$ cat src/design/csw_pkg.sv
// Shared constants and types for the comparator, shipping and wakeup block.
// Assumes a single 20 MHz clock and an I2C host on the register byte.
package csw_pkg;

  // ---------------------------------------------------------------
  // Register map
  // ---------------------------------------------------------------
  localparam logic [7:0] CSW_OPTIONS_OFFSET = 8'h30;
  localparam logic [7:0] CSW_OPTIONS_RESET = 8'h11;
  localparam logic [7:0] CSW_UNMAPPED_READ = 8'h00;
  // Bus address value is arbitrary
  localparam logic [6:0] CSW_I2C_ADDR_DEFAULT = 7'h2a;

  // ---------------------------------------------------------------
  // Deglitch codes
  // ---------------------------------------------------------------
  localparam logic [1:0] CSW_DEG_OFF = 2'h0;
  localparam logic [1:0] CSW_DEG_SHORT = 2'h1;
  localparam logic [1:0] CSW_DEG_MID = 2'h2;
  localparam logic [1:0] CSW_DEG_LONG = 2'h3;

  // ---------------------------------------------------------------
  // Timing
  // ---------------------------------------------------------------
  localparam int CSW_CLK_PERIOD_NS = 50;
  localparam int CSW_CYCLES_PER_MS = 1000000 / CSW_CLK_PERIOD_NS;
  localparam int CSW_DEG_SHORT_NS = 1000;
  localparam int CSW_DEG_SHORT_CYCLES =
    (CSW_DEG_SHORT_NS + CSW_CLK_PERIOD_NS - 1) / CSW_CLK_PERIOD_NS;
  localparam int CSW_DEG_MID_MS = 2;
  localparam int CSW_DEG_MID_CYCLES = CSW_DEG_MID_MS * CSW_CYCLES_PER_MS;
  localparam int CSW_DEG_LONG_MS = 5000;
  localparam int CSW_DEG_LONG_CYCLES = CSW_DEG_LONG_MS * CSW_CYCLES_PER_MS;
  localparam int CSW_SHIP_MS = 140;
  localparam int CSW_SHIP_CYCLES = CSW_SHIP_MS * CSW_CYCLES_PER_MS;
  localparam int CSW_WAKE_MIN = 30;
  localparam int CSW_WAKE_MS = CSW_WAKE_MIN * 60000;

  // ---------------------------------------------------------------
  // Types
  // ---------------------------------------------------------------
  typedef struct packed {
    logic comparator_reference_select;
    logic comparator_output_polarity;
    logic [1:0] comparator_deglitch_select;
    logic trip_power_path_off_enable;
    logic reserved;
    logic shipping_discharge_request;
    logic auto_wakeup_enable;
  } csw_options_type;

  typedef struct packed {
    logic strobe;
    logic [7:0] addr;
    logic [7:0] data;
  } csw_reg_write_type;

  typedef enum logic [3:0] {
    CSW_I2C_IDLE,
    CSW_I2C_ADDR,
    CSW_I2C_ACK_ADDR,
    CSW_I2C_PTR,
    CSW_I2C_ACK_PTR,
    CSW_I2C_WDATA,
    CSW_I2C_ACK_WDATA,
    CSW_I2C_RDATA,
    CSW_I2C_ACK_RDATA
  } csw_i2c_phase_type;

  typedef struct packed {
    logic scl_prev;
    logic sda_prev;
    csw_i2c_phase_type phase;
    logic [3:0] bit_cnt;
    logic [7:0] shift;
    logic is_read;
    logic [7:0] ptr;
    logic sda_oe;
    logic sda_out;
    csw_reg_write_type wr;
  } csw_i2c_state_type;

  localparam csw_i2c_state_type CSW_I2C_RESET = '{
    scl_prev: 1'b1, sda_prev: 1'b1, phase: CSW_I2C_IDLE, default: '0};

  typedef struct packed {
    csw_options_type options;
    logic cmp_out;
    logic [31:0] deg_cnt;
    logic latched_off;
    logic [31:0] ship_cnt;
    logic [31:0] ms_pre;
    logic [31:0] wake_ms;
    logic wake_done;
    logic in_sw;
    logic out_sw;
    logic chg_good;
    logic discharge;
    logic wake_chg;
  } csw_ctrl_state_type;

  localparam csw_ctrl_state_type CSW_CTRL_RESET = '{
    options: csw_options_type'(CSW_OPTIONS_RESET),
    cmp_out: 1'b1, default: '0};

endpackage

$ cat src/design/csw_control.sv
// Comparator, power-path trip, shipping discharge and auto wakeup control.
// Assumes comparator threshold flags and battery level are synchronous.
//
// Function
// - Reference select 0 uses the higher threshold, 1 the lower.
// - Polarity 0: output low while input is above threshold.
// - Polarity 1: output low while input is below threshold.
// - Deglitch delays only falling output edges; rising edges pass at once.
// - Deglitch code 00 disables; 01/10/11 give 1 us, 2 ms, 5 s.
// - Trip with force-off enabled switches both power-path switches off.
// - Forced shutdown drives charger-good low at the same moment.
// - Shipping request discharges the battery sense node for 140 ms.
// - Shipping request bit clears itself when 140 ms have elapsed.
// - Auto wakeup with low battery enables precharge for up to 30 min.
// - Battery recovering during wakeup ends charge and clears the bit.
`timescale 1ns/1ns
module csw_control
  import csw_pkg::*;
#(
  parameter int DEG_SHORT_CYCLES = CSW_DEG_SHORT_CYCLES,
  parameter int DEG_MID_CYCLES = CSW_DEG_MID_CYCLES,
  parameter int DEG_LONG_CYCLES = CSW_DEG_LONG_CYCLES,
  parameter int SHIP_CYCLES = CSW_SHIP_CYCLES,
  parameter int CYCLES_PER_MS = CSW_CYCLES_PER_MS,
  parameter int WAKE_MS = CSW_WAKE_MS,
  parameter logic [6:0] I2C_ADDR = CSW_I2C_ADDR_DEFAULT
)
(
  // Clock and reset
  input wire logic clock,
  input wire logic rst_n,
  // I2C pins
  input wire logic scl,
  input wire logic sda_in,
  output logic sda_out,
  output logic sda_oe,
  // Comparator
  input wire logic comparator_input_above_high,
  input wire logic comparator_input_above_low,
  output logic comparator_output,
  // Power path
  input wire logic converter_enable,
  input wire logic charger_good_source,
  output logic input_side_switch_on,
  output logic output_side_switch_on,
  output logic charger_good_indication,
  // Battery
  input wire logic battery_below_min_system,
  output logic battery_sense_node_discharge,
  output logic wakeup_charge_enable
);

  // ---------------------------------------------------------------
  // Elaboration checks
  // ---------------------------------------------------------------
  if (DEG_SHORT_CYCLES < 1 || DEG_MID_CYCLES < 1 || DEG_LONG_CYCLES < 1 ||
      SHIP_CYCLES < 1 || CYCLES_PER_MS < 1 || WAKE_MS < 1)
    $error("csw_control: interval counts must be at least one");

  // ---------------------------------------------------------------
  // Register access
  // ---------------------------------------------------------------
  function automatic logic hits_options(input logic [7:0] addr);
    return addr == CSW_OPTIONS_OFFSET;
  endfunction

  csw_ctrl_state_type st_reg;
  csw_ctrl_state_type st_next;
  csw_reg_write_type reg_write;
  logic [7:0] reg_pointer;
  logic [7:0] read_data;
  logic write_hit;
  logic above;
  logic raw_high;
  logic [31:0] deg_limit;
  logic ms_tick;

  csw_i2c_slave #(
    .DEVICE_ADDR(I2C_ADDR)
  ) u_i2c (
    .clock(clock),
    .rst_n(rst_n),
    .scl(scl),
    .sda_in(sda_in),
    .sda_out(sda_out),
    .sda_oe(sda_oe),
    .reg_write(reg_write),
    .reg_pointer(reg_pointer),
    .read_data(read_data)
  );

  // Unmapped pointers read as zero and ignore writes
  assign read_data = hits_options(reg_pointer) ? 8'(st_reg.options)
                                               : CSW_UNMAPPED_READ;
  assign write_hit = reg_write.strobe & hits_options(reg_write.addr);

  // ---------------------------------------------------------------
  // Next state
  // ---------------------------------------------------------------
  always_comb
  begin
    st_next = st_reg;
    above = st_reg.options.comparator_reference_select
          ? comparator_input_above_low
          : comparator_input_above_high;
    raw_high = st_reg.options.comparator_output_polarity
             ? above
             : ~above;
    case (st_reg.options.comparator_deglitch_select)
      CSW_DEG_SHORT: deg_limit = 32'(DEG_SHORT_CYCLES);
      CSW_DEG_MID: deg_limit = 32'(DEG_MID_CYCLES);
      CSW_DEG_LONG: deg_limit = 32'(DEG_LONG_CYCLES);
      default: deg_limit = 32'(DEG_SHORT_CYCLES);
    endcase

    // Comparator output with falling-edge deglitch
    if (st_reg.options.comparator_deglitch_select == CSW_DEG_OFF)
    begin
      // Disabled comparator parks high, never trips
      st_next.cmp_out = 1'b1;
      st_next.deg_cnt = '0;
    end
    else if (raw_high)
    begin
      st_next.cmp_out = 1'b1;
      st_next.deg_cnt = '0;
    end
    else if (st_reg.cmp_out)
    begin
      if (st_reg.deg_cnt >= deg_limit - 32'h1)
      begin
        st_next.cmp_out = 1'b0;
        st_next.deg_cnt = '0;
      end
      else
        st_next.deg_cnt = st_reg.deg_cnt + 32'h1;
    end

    // Latched power-path off; held until force-off is cleared
    if (st_reg.cmp_out && !st_next.cmp_out &&
        st_reg.options.trip_power_path_off_enable)
      st_next.latched_off = 1'b1;
    else if (!st_reg.options.trip_power_path_off_enable)
      st_next.latched_off = 1'b0;

    // Shipping discharge timer
    if (st_reg.options.shipping_discharge_request)
    begin
      if (st_reg.ship_cnt >= 32'(SHIP_CYCLES) - 32'h1)
      begin
        st_next.options.shipping_discharge_request = 1'b0;
        st_next.ship_cnt = '0;
      end
      else
        st_next.ship_cnt = st_reg.ship_cnt + 32'h1;
    end
    else
      st_next.ship_cnt = '0;

    // Free-running millisecond time base for the long wakeup interval
    ms_tick = st_reg.ms_pre >= 32'(CYCLES_PER_MS) - 32'h1;
    st_next.ms_pre = ms_tick ? '0 : st_reg.ms_pre + 32'h1;

    // Auto wakeup precharge
    if (st_reg.options.auto_wakeup_enable && battery_below_min_system)
    begin
      if (!st_reg.wake_done && ms_tick)
      begin
        if (st_reg.wake_ms >= 32'(WAKE_MS) - 32'h1)
          st_next.wake_done = 1'b1;
        else
          st_next.wake_ms = st_reg.wake_ms + 32'h1;
      end
    end
    else
    begin
      st_next.wake_ms = '0;
      st_next.wake_done = 1'b0;
    end
    if (st_reg.wake_chg && !battery_below_min_system)
      st_next.options.auto_wakeup_enable = 1'b0;

    // Host write last, so a written set beats a self-clear
    if (write_hit)
    begin
      st_next.options = csw_options_type'(reg_write.data);
      st_next.ship_cnt = '0;
      st_next.wake_ms = '0;
      st_next.wake_done = 1'b0;
    end

    st_next.in_sw = converter_enable & ~st_next.latched_off;
    st_next.out_sw = converter_enable & ~st_next.latched_off;
    st_next.chg_good = charger_good_source &
                       ~st_next.latched_off;
    st_next.discharge = st_next.options.shipping_discharge_request;
    st_next.wake_chg = st_next.options.auto_wakeup_enable &
                       battery_below_min_system &
                       ~st_next.wake_done;
  end

  always_ff @(posedge clock or negedge rst_n)
  begin
    if (!rst_n)
      st_reg <= CSW_CTRL_RESET;
    else
      st_reg <= st_next;
  end

  assign comparator_output = st_reg.cmp_out;
  assign input_side_switch_on = st_reg.in_sw;
  assign output_side_switch_on = st_reg.out_sw;
  assign charger_good_indication = st_reg.chg_good;
  assign battery_sense_node_discharge = st_reg.discharge;
  assign wakeup_charge_enable = st_reg.wake_chg;

  logic cfg_on;
  logic raw_low_short;
  assign cfg_on = st_reg.options.comparator_deglitch_select != CSW_DEG_OFF;
  assign raw_low_short = ~raw_high & st_reg.options.comparator_deglitch_select
                         == CSW_DEG_SHORT;
endmodule

$ cat src/design/csw_i2c_slave.sv
// I2C register slave: device address, pointer byte, then data bytes.
// Assumes scl and sda_in are already synchronous to clock.
`timescale 1ns/1ns
module csw_i2c_slave
  import csw_pkg::*;
#(
  parameter logic [6:0] DEVICE_ADDR = CSW_I2C_ADDR_DEFAULT
)
(
  // Clock and reset
  input wire logic clock,
  input wire logic rst_n,
  // Bus pins
  input wire logic scl,
  input wire logic sda_in,
  output logic sda_out,
  output logic sda_oe,
  // Register side
  output csw_reg_write_type reg_write,
  output logic [7:0] reg_pointer,
  input wire logic [7:0] read_data
);

  csw_i2c_state_type st_reg;
  csw_i2c_state_type st_next;
  logic scl_rise;
  logic scl_fall;
  logic start_seen;
  logic stop_seen;

  always_comb
  begin
    st_next = st_reg;
    st_next.wr.strobe = 1'b0;
    st_next.scl_prev = scl;
    st_next.sda_prev = sda_in;
    scl_rise = scl & ~st_reg.scl_prev;
    scl_fall = ~scl & st_reg.scl_prev;
    start_seen = scl & st_reg.scl_prev & st_reg.sda_prev & ~sda_in;
    stop_seen = scl & st_reg.scl_prev & ~st_reg.sda_prev & sda_in;
    if (start_seen)
    begin
      st_next.phase = CSW_I2C_ADDR;
      st_next.bit_cnt = 4'h0;
      st_next.sda_oe = 1'b0;
    end
    else if (stop_seen)
    begin
      st_next.phase = CSW_I2C_IDLE;
      st_next.sda_oe = 1'b0;
    end
    else if (scl_rise)
    begin
      case (st_reg.phase)
        CSW_I2C_ADDR, CSW_I2C_PTR, CSW_I2C_WDATA:
        begin
          st_next.shift = {st_reg.shift[6:0], sda_in};
          st_next.bit_cnt = st_reg.bit_cnt + 4'h1;
        end
        CSW_I2C_RDATA:
          st_next.bit_cnt = st_reg.bit_cnt + 4'h1;
        CSW_I2C_ACK_RDATA:
          // Host not acknowledging ends the read
          if (sda_in)
            st_next.phase = CSW_I2C_IDLE;
        default:
          ;
      endcase
    end
    else if (scl_fall)
    begin
      case (st_reg.phase)
        CSW_I2C_ADDR:
          if (st_reg.bit_cnt == 4'h8)
          begin
            if (st_reg.shift[7:1] == DEVICE_ADDR)
            begin
              st_next.phase = CSW_I2C_ACK_ADDR;
              st_next.sda_oe = 1'b1;
              st_next.is_read = st_reg.shift[0];
            end
            else
              st_next.phase = CSW_I2C_IDLE;
          end
        CSW_I2C_PTR:
          if (st_reg.bit_cnt == 4'h8)
          begin
            st_next.ptr = st_reg.shift;
            st_next.phase = CSW_I2C_ACK_PTR;
            st_next.sda_oe = 1'b1;
          end
        CSW_I2C_WDATA:
          if (st_reg.bit_cnt == 4'h8)
          begin
            st_next.wr = '{strobe: 1'b1, addr: st_reg.ptr,
                           data: st_reg.shift};
            st_next.phase = CSW_I2C_ACK_WDATA;
            st_next.sda_oe = 1'b1;
          end
        CSW_I2C_ACK_ADDR:
        begin
          st_next.bit_cnt = 4'h0;
          if (st_reg.is_read)
          begin
            st_next.phase = CSW_I2C_RDATA;
            st_next.shift = read_data;
            st_next.sda_oe = ~read_data[7];
          end
          else
          begin
            st_next.phase = CSW_I2C_PTR;
            st_next.sda_oe = 1'b0;
          end
        end
        CSW_I2C_ACK_PTR, CSW_I2C_ACK_WDATA:
        begin
          if (st_reg.phase == CSW_I2C_ACK_WDATA)
            st_next.ptr = st_reg.ptr + 8'h01;
          st_next.phase = CSW_I2C_WDATA;
          st_next.bit_cnt = 4'h0;
          st_next.sda_oe = 1'b0;
        end
        CSW_I2C_RDATA:
          if (st_reg.bit_cnt == 4'h8)
          begin
            // Pointer advances early so read_data is ready next byte
            st_next.sda_oe = 1'b0;
            st_next.phase = CSW_I2C_ACK_RDATA;
            st_next.ptr = st_reg.ptr + 8'h01;
          end
          else
          begin
            st_next.shift = {st_reg.shift[6:0], 1'b0};
            st_next.sda_oe = ~st_reg.shift[6];
          end
        CSW_I2C_ACK_RDATA:
        begin
          st_next.phase = CSW_I2C_RDATA;
          st_next.bit_cnt = 4'h0;
          st_next.shift = read_data;
          st_next.sda_oe = ~read_data[7];
        end
        default:
          ;
      endcase
    end
  end

  always_ff @(posedge clock or negedge rst_n)
  begin
    if (!rst_n)
      st_reg <= CSW_I2C_RESET;
    else
      st_reg <= st_next;
  end

  assign sda_out = st_reg.sda_out;
  assign sda_oe = st_reg.sda_oe;
  assign reg_write = st_reg.wr;
  assign reg_pointer = st_reg.ptr;

endmodule

$ cat config.mk
export PLATFORM = sky130hd
export DESIGN_NAME = csw_control
export DESIGN_NICKNAME = d
export VERILOG_FILES = /design/src/design/csw_pkg.sv /design/src/design/csw_control.sv /design/src/design/csw_i2c_slave.sv
export SDC_FILE = /design/constraint.sdc
export NUM_CORES = 1
export LEC_CHECK = 0
export BUFFER_PORTS_ARGS = -buffer_cell sky130_fd_sc_hd__buf_2
export CORE_ASPECT_RATIO = 1.25
export CORE_MARGIN = 5
export CORE_UTILIZATION = 57
export DETAILED_ROUTE_END_ITERATION = 16
export PLACE_DENSITY = 0.78
export SLEW_MARGIN = 20
export SYNTH_ARGS = -nofsm -noshare
export SYNTH_HDL_FRONTEND = slang
export SYNTH_HIERARCHICAL = 1
export SYNTH_SLANG_ARGS = --single-unit
$ cat constraint.sdc
create_clock -name clock -period 2.68 [get_ports clock]
set_input_delay 0.536 -clock clock [delete_from_list [all_inputs] [get_ports clock]]
set_output_delay 0.536 -clock clock [all_outputs]
set_load 0.05 [all_outputs]
==> results of run 1 <==
==> kinds of logic after synthesis <==
kind of cell | count (synthesis) | share of synthesized area
and+or+nand+nor | 444 | 0.237
muxes | 46 | 0.0550
adders and majority gates | 34 | 0.0430
buffers and inverters | 88 | 0.0477
other | 3 | 0.00114
DFF | 187 | 0.474
AOI/OAI and AO/OA | 137 | 0.0954
xor gates and xnor gates | 53 | 0.0469
==> layer usage <==
metal  global-route usage  routed length (um)
met3               0.0441                 752
met4               0.0839                 489
met2                0.353               10200
met1                0.268                8810
met5                    0                   0
==> area by class of cell <==
| class | count | share of cell area |
|---|---|---|
| Clock inverter | 14 | 0.0165 |
| Timing Repair Buffer | 58 | 0.0410 |
| Multi-Input combinational cell | 746 | 0.446 |
| Inverter | 18 | 0.00613 |
| Clock buffer | 18 | 0.0399 |
| Tap cell | 220 | 0.0250 |
| Sequential cell | 187 | 0.425 |
==> cell usage in the layout, fill, tap and decap left out, types with 11 or more instances in the layout <==
| cell type | n |
|---|---|
| nor3_2 | 11 |
| conb_1 | 32 |
| ha_1 | 33 |
| nor4_1 | 15 |
| xor2_1 | 28 |
| nand4_1 | 30 |
| xnor2_1 | 25 |
| o21ai_0 | 23 |
| clkbuf_16 | 17 |
| and2_1 | 16 |
| and3_1 | 32 |
| nand3_1 | 57 |
| nand2_1 | 80 |
| buf_2 | 14 |
| nor3_1 | 32 |
| inv_1 | 18 |
| a21oi_1 | 36 |
| mux2_2 | 27 |
| nor2_1 | 100 |
| dfrtp_1 | 182 |
| buf_4 | 38 |
==> stage by stage <==
stage	setup TNS, ps	utilization
after floorplan	0	-
after global placement	-3260	0.606
after detailed placement	-5100	0.606
after CTS	0	0.646
after global routing	-128	0.649
final	0	0.649
==> path summary, 6_finish.rpt <==
path | startpoint | endpoint | slack [ps] | cells after the start
max reg2reg | st_reg[140] | st_reg[106] | 60 | 9
min reg2reg | st_reg[70] | st_reg[70] | 500 | 1
max in group asynchronous | rst_n | st_reg[136] | 1800 | 2
min in group clock | scl | u_i2c/st_reg[45] | 230 | 1
min | rst_n | st_reg[50] | 110 | 1
max | st_reg[140] | st_reg[106] | 60 | 9
==> where the power goes <==
part / switching [uW] / internal, uW
clock network: 1130 / 1510
registers: 28.9 / 2860
logic: 174 / 79.7
total: 1330 / 4460
==> what timing repair did <==
action | in CTS | in global routing
pin swaps | 3 | 3
hold buffers | 0 | 0
setup endpoints to repair | 35 | 35
setup buffers | 4 | 0
gates resized for setup | 4 | 7
==> run_results.csv, run 1 <==
group,metric,value,unit
status,status,"finished, final reports clean",
synth,yosysTopAreaCell,"dfrtp_1",
timing,fin_worst_skew,7.26,ps
global_route,gr-usage-all-layers,0.211,
critical_path,worstPathMaxFanout,10,
cells_and_area,final_nets,1071,
floorplan,fp.dieH,157,um
placement,pre_cts_ws,-348,ps
timing,holdWs,113,ps
critical_path,cp.required,3030,ps
synth,yosysMostFrequentCell,"dfrtp_1",
synth,synth_area,0.00989,mm^2
cells_and_area,area_delta_synth_final,11.4,%
critical_path,crit_chain,"nand2_4, ha_4, a21o_1, a2111oi_4, a211oi_2, o31ai_2, buf_4, nand3_2, o211ai_1",
critical_path,slowest_stage,"dfstp_2",
synth,synthTopCellsByCount,"dfrtp_1, nor2_1, nand2_1",
detailed_routing,ant_nets,0,
floorplan,die_x,128,um
run,maxCapViolations,0,
critical_path,cp.arrival,2970,ps
detailed_routing,drt-total-wl,20200,um
synth,ys_seq_area_frac,0.474,
detailed_routing,vias,7472,
placement,dpl.hpwl,13400,um
synth,synth_edf_count,0,
worst_hold_path,hold_path.class,"in2async",
synth,synthDistinctLibCells,74,
synth,syn_avg_cell_area,9.97,um^2
floorplan,start_util,0.583,
detailed_routing,drt-pass1-iter-count,5,
placement,port_buffers,15,
clock_tree,clk_pin_slew,70,ps
placement,dp.cells,1225,
cells_and_area,regArea,0.00469,mm^2
floorplan,placementRows,53,
placement,place_area,0.0103,mm^2
synth,synth_seq_cells,187,
cells_and_area,drive_gt1_frac,0.155,
cells_and_area,multi_input_area,0.00491,mm^2
critical_path,cp-start-kind,"flip-flop",
cells_and_area,fin_area,0.0110,mm^2
clock_tree,clock_path_buffers,2,
clock_tree,clock_latency,440,ps
global_route,grt_pass1_vias,7288,
power,power_density,525,mW/mm^2
floorplan,io_pins,17,
clock_tree,cts.sinks,187,
critical_path,endpoint_kind,"flip-flop",
global_route,grt_overflow_total,0,
synth,ys_warn_count,6,
placement,gp_congestion,0.888,
clock_tree,root_buffer,"clkbuf_16",
detailed_routing,drc,0,
critical_path,critical_path_class,"reg2reg",
cells_and_area,fill_cells,1382,
synth,synth_flop_cell,"dfrtp_1",
timing,drv_slew,0,
critical_path,slowest_delay,560,ps
global_route,antenna_found_initial,0,
timing,fmax,381,MHz
power,power.total,5790,uW
timing,hold_viol,0,
cells_and_area,stdcell_count,1261,
timing,tightest_slew,952,ps
timing,layout_setup_ws,58.6,ps
global_route,grt_max_degree,76,
detailed_routing,via_per_inst,5.93,
floorplan,coreArea,0.0170,mm^2
timing,slew_headroom,0.363,
cells_and_area,largest_reg_flops,137,
power,leakage,0.00493,uW
critical_path,crit_family,"compound AO/OA/AOI/OAI gates",
clock_tree,cts_made_buffers,17,
floorplan,dieArea,0.0201,mm^2
detailed_routing,drt_iter0_markers,545,
critical_path,crit_buf_inv,1,
detailed_routing,wl_per_cell,16.1,um
global_route,grt_pass1_wl,34700,um
timing,period_share,0.978,
clock_tree,cts_tree,"yes",
synth,async_flop_share,1.00,
cells_and_area,diodes,0,
clock_tree,cts_max_level,4,
synth,synth_top_area_frac,0.460,
timing,finalSetupViolCount,0,
synth,synth_cells,992,
power,ir_drop,0.428,mV
timing,fin_crit,2620,ps
synth,synth.area.top_cells,"dfrtp_1, ha_1, nor2_1, mux2_2, nand2_1",
No activity file was read; power rests on OpenSTA's default activity.
==> run 2, diff against run 1 <==
--- a/config.mk
+++ b/config.mk
@@ -5,12 +5,13 @@
 export SDC_FILE = /design/constraint.sdc
 export NUM_CORES = 1
 export LEC_CHECK = 0
+export ABC_AREA = 1
 export BUFFER_PORTS_ARGS = -buffer_cell sky130_fd_sc_hd__buf_2
 export CORE_ASPECT_RATIO = 1.25
 export CORE_MARGIN = 5
-export CORE_UTILIZATION = 57
+export CORE_UTILIZATION = 40
 export DETAILED_ROUTE_END_ITERATION = 16
-export PLACE_DENSITY = 0.78
+export PLACE_DENSITY = 0.59
 export SLEW_MARGIN = 20
 export SYNTH_ARGS = -nofsm -noshare
 export SYNTH_HDL_FRONTEND = slang
==> run 2 against run 1 <==
Against the previous run: sequential share of layout area shrank 1.4 points; wire length grew 1.7%; flip-flop and latch count is the same; clock skew grew 5.7 ps; cell count grew 35%; critical path type unchanged; core utilization shrank 21 points; largest cell class unchanged; hold slack lost 97 ps; non-clock buffer count shrank 31; cell area grew 3.5%; largest power group unchanged.
==> run_results.csv, run 2 <==
group,metric,value,unit
status,status,"finished, final reports clean",
cells_and_area,final_nets,1390,
placement,place_area,0.0108,mm^2
timing,period_share,0.880,
critical_path,crit_family,"simple AND/OR/NAND/NOR gates",
critical_path,cp-start-kind,"flip-flop",
critical_path,cp.required,3000,ps
synth,synth_top_area_frac,0.436,
clock_tree,cts.sinks,187,
critical_path,crit_chain,"nand2_1, ha_1, nand2_1, nor2_1, nand2_1, nor2_1, nand2_1, nand2_1, nand2_1, nand3_2, nand2_1, inv_1, buf_4, nor2_1",
timing,tightest_slew,666,ps
detailed_routing,drt-pass1-iter-count,5,
clock_tree,cts_tree,"yes",
cells_and_area,final_cell_mix,"nand2_1, dfrtp_1, inv_1",
synth,yosysMostFrequentCell,"nand2_1",
power,power_density,496,mW/mm^2
cells_and_area,diodes,0,
floorplan,fp.dieH,191,um
clock_tree,cts_hold_buf,0,
power,leakage,0.00530,uW
power,power.total,5660,uW
timing,slew_headroom,0.552,
cells_and_area,drive_gt1_frac,0.109,
synth,syn_avg_cell_area,7.90,um^2
cells_and_area,fin_area,0.0114,mm^2
timing,rsz0062_at_grt,"false",
critical_path,worstPathMaxFanout,20,
clock_tree,root_buffer,"clkbuf_16",
critical_path,crit_buf_inv,2,
detailed_routing,drc,0,
clock_tree,clock_latency,440,ps
critical_path,cp.arrival,2680,ps
synth,synth_edf_count,0,
critical_path,slowest_stage,"dfstp_2",
cells_and_area,mostFrequentLayoutCell,"nand2_1",
placement,pre_cts_ws,316,ps
timing,fmax,424,MHz
run,maxCapViolations,0,
synth,synth_seq_cells,187,
critical_path,endpoint_kind,"flip-flop",
clock_tree,post_cts_resized,0,
synth,async_flop_share,1.00,
detailed_routing,drt_iter0_markers,403,
detailed_routing,via_per_inst,4.81,
critical_path,slowest_delay,540,ps
synth,synth_area,0.0105,mm^2
timing,finalSetupViolCount,0,
critical_path,critical_path_class,"reg2reg",
placement,gp_congestion,0.820,
floorplan,io_pins,17,
cells_and_area,multi_input_area,0.00488,mm^2
timing,layout_setup_ws,321,ps
synth,synth.area.top_cells,"dfrtp_1, nand2_1, inv_1, nor2_1, nand3_1",
synth,ys_warn_count,6,
critical_path,cpMostUsedCell,"nand2_1",
cells_and_area,fill_cells,2660,
floorplan,placementRows,66,
timing,finalSetupTns,0,ps
synth,synthDistinctLibCells,48,
global_route,grt_overflow_total,0,
detailed_routing,ant_nets,0,
detailed_routing,drt-total-wl,20600,um
worst_hold_path,hold_path.class,"in2async",
global_route,antenna_found_initial,0,
synth,ys_seq_area_frac,0.448,
cells_and_area,largest_reg_flops,137,
floorplan,coreArea,0.0259,mm^2
timing,hold_viol,0,
floorplan,start_util,0.403,
synth,yosysTopAreaCell,"dfrtp_1",
clock_tree,clock_path_buffers,2,
clock_tree,cts_made_buffers,17,
placement,dpl.hpwl,14800,um
floorplan,die_x,155,um
placement,port_buffers,15,
timing,fin_worst_skew,13.0,ps
clock_tree,cts_max_level,4,
power,ir_drop,0.326,mV
timing,fin_crit,2360,ps
detailed_routing,wl_per_cell,12.1,um
clock_tree,postCtsSetupRepairBufs,0,
detailed_routing,vias,8173,
global_route,grt_max_degree,79,
clock_tree,clk_pin_slew,70,ps
global_route,gr-usage-all-layers,0.148,
synth,synthTopCellsByCount,"nand2_1, dfrtp_1, inv_1",
global_route,grt_pass1_vias,8018,
floorplan,dieArea,0.0295,mm^2
synth,synth_cells,1323,
cells_and_area,regArea,0.00469,mm^2
cells_and_area,area_delta_synth_final,9.05,%
global_route,grt_pass1_wl,36400,um
synth,synth_flop_cell,"dfrtp_1",
timing,drv_slew,0,
==> run 2: layout make-up <==
cell class                      instances  share of cell area
Tap cell                              340              0.0373
Timing Repair Buffer                   27              0.0175
Clock buffer                           19              0.0389
Sequential cell                       187               0.411
Inverter                              170              0.0560
Clock inverter                         13              0.0113
Multi-Input combinational cell        944               0.428
==> run 2: final timing paths <==
kind / from / slack [ps] / cells after the start / to
min in group clock: scl / 230 / 1 / u_i2c/st_reg[45]
hold reg to reg: st_reg[38] / 460 / 1 / st_reg[38]
max in group asynchronous: rst_n / 1940 / 2 / comparator_output
hold / removal: rst_n / 20 / 1 / u_i2c/st_reg[37]
setup / recovery: st_reg[140] / 320 / 14 / st_reg[130]
setup reg to reg: st_reg[140] / 320 / 14 / st_reg[130]
==> run 2: through the flow <==
| step | cells | util | hold WS [ps] |
|---|---|---|---|
| after floorplan | 1352 | - | 240 |
| after global placement | 1668 | 0.417 | 456 |
| after detailed placement | 1668 | 0.417 | 454 |
| after CTS | 1700 | 0.440 | 8.00 |
| after global routing | 1700 | 0.440 | 29.1 |
| final | 1700 | 0.440 | 16.3 |
==> run 2: logic make-up after synthesis <==
logic type / count (synthesis) / share of synthesized area
fa+ha+maj: 34 / 0.0407
simple gates: 691 / 0.295
flops: 187 / 0.448
compound gates: 142 / 0.0815
other cells: 3 / 0.00108
buf+inv: 221 / 0.0954
xor+xnor: 45 / 0.0377
==> run 2: report_power, final <==
group	switching, uW	internal [uW]
sequential	32.5	2870
clock	1200	1260
combinational	211	76.9
total	1450	4210
==> run 2: layer usage <==
layer,vias to the layer above,global-route usage,routed length [um]
li1,4230,-,-
met1,3808,0.181,9340
met2,100,0.260,10300
met3,35,0.0270,488
met4,0,0.0574,455
met5,-,0,0
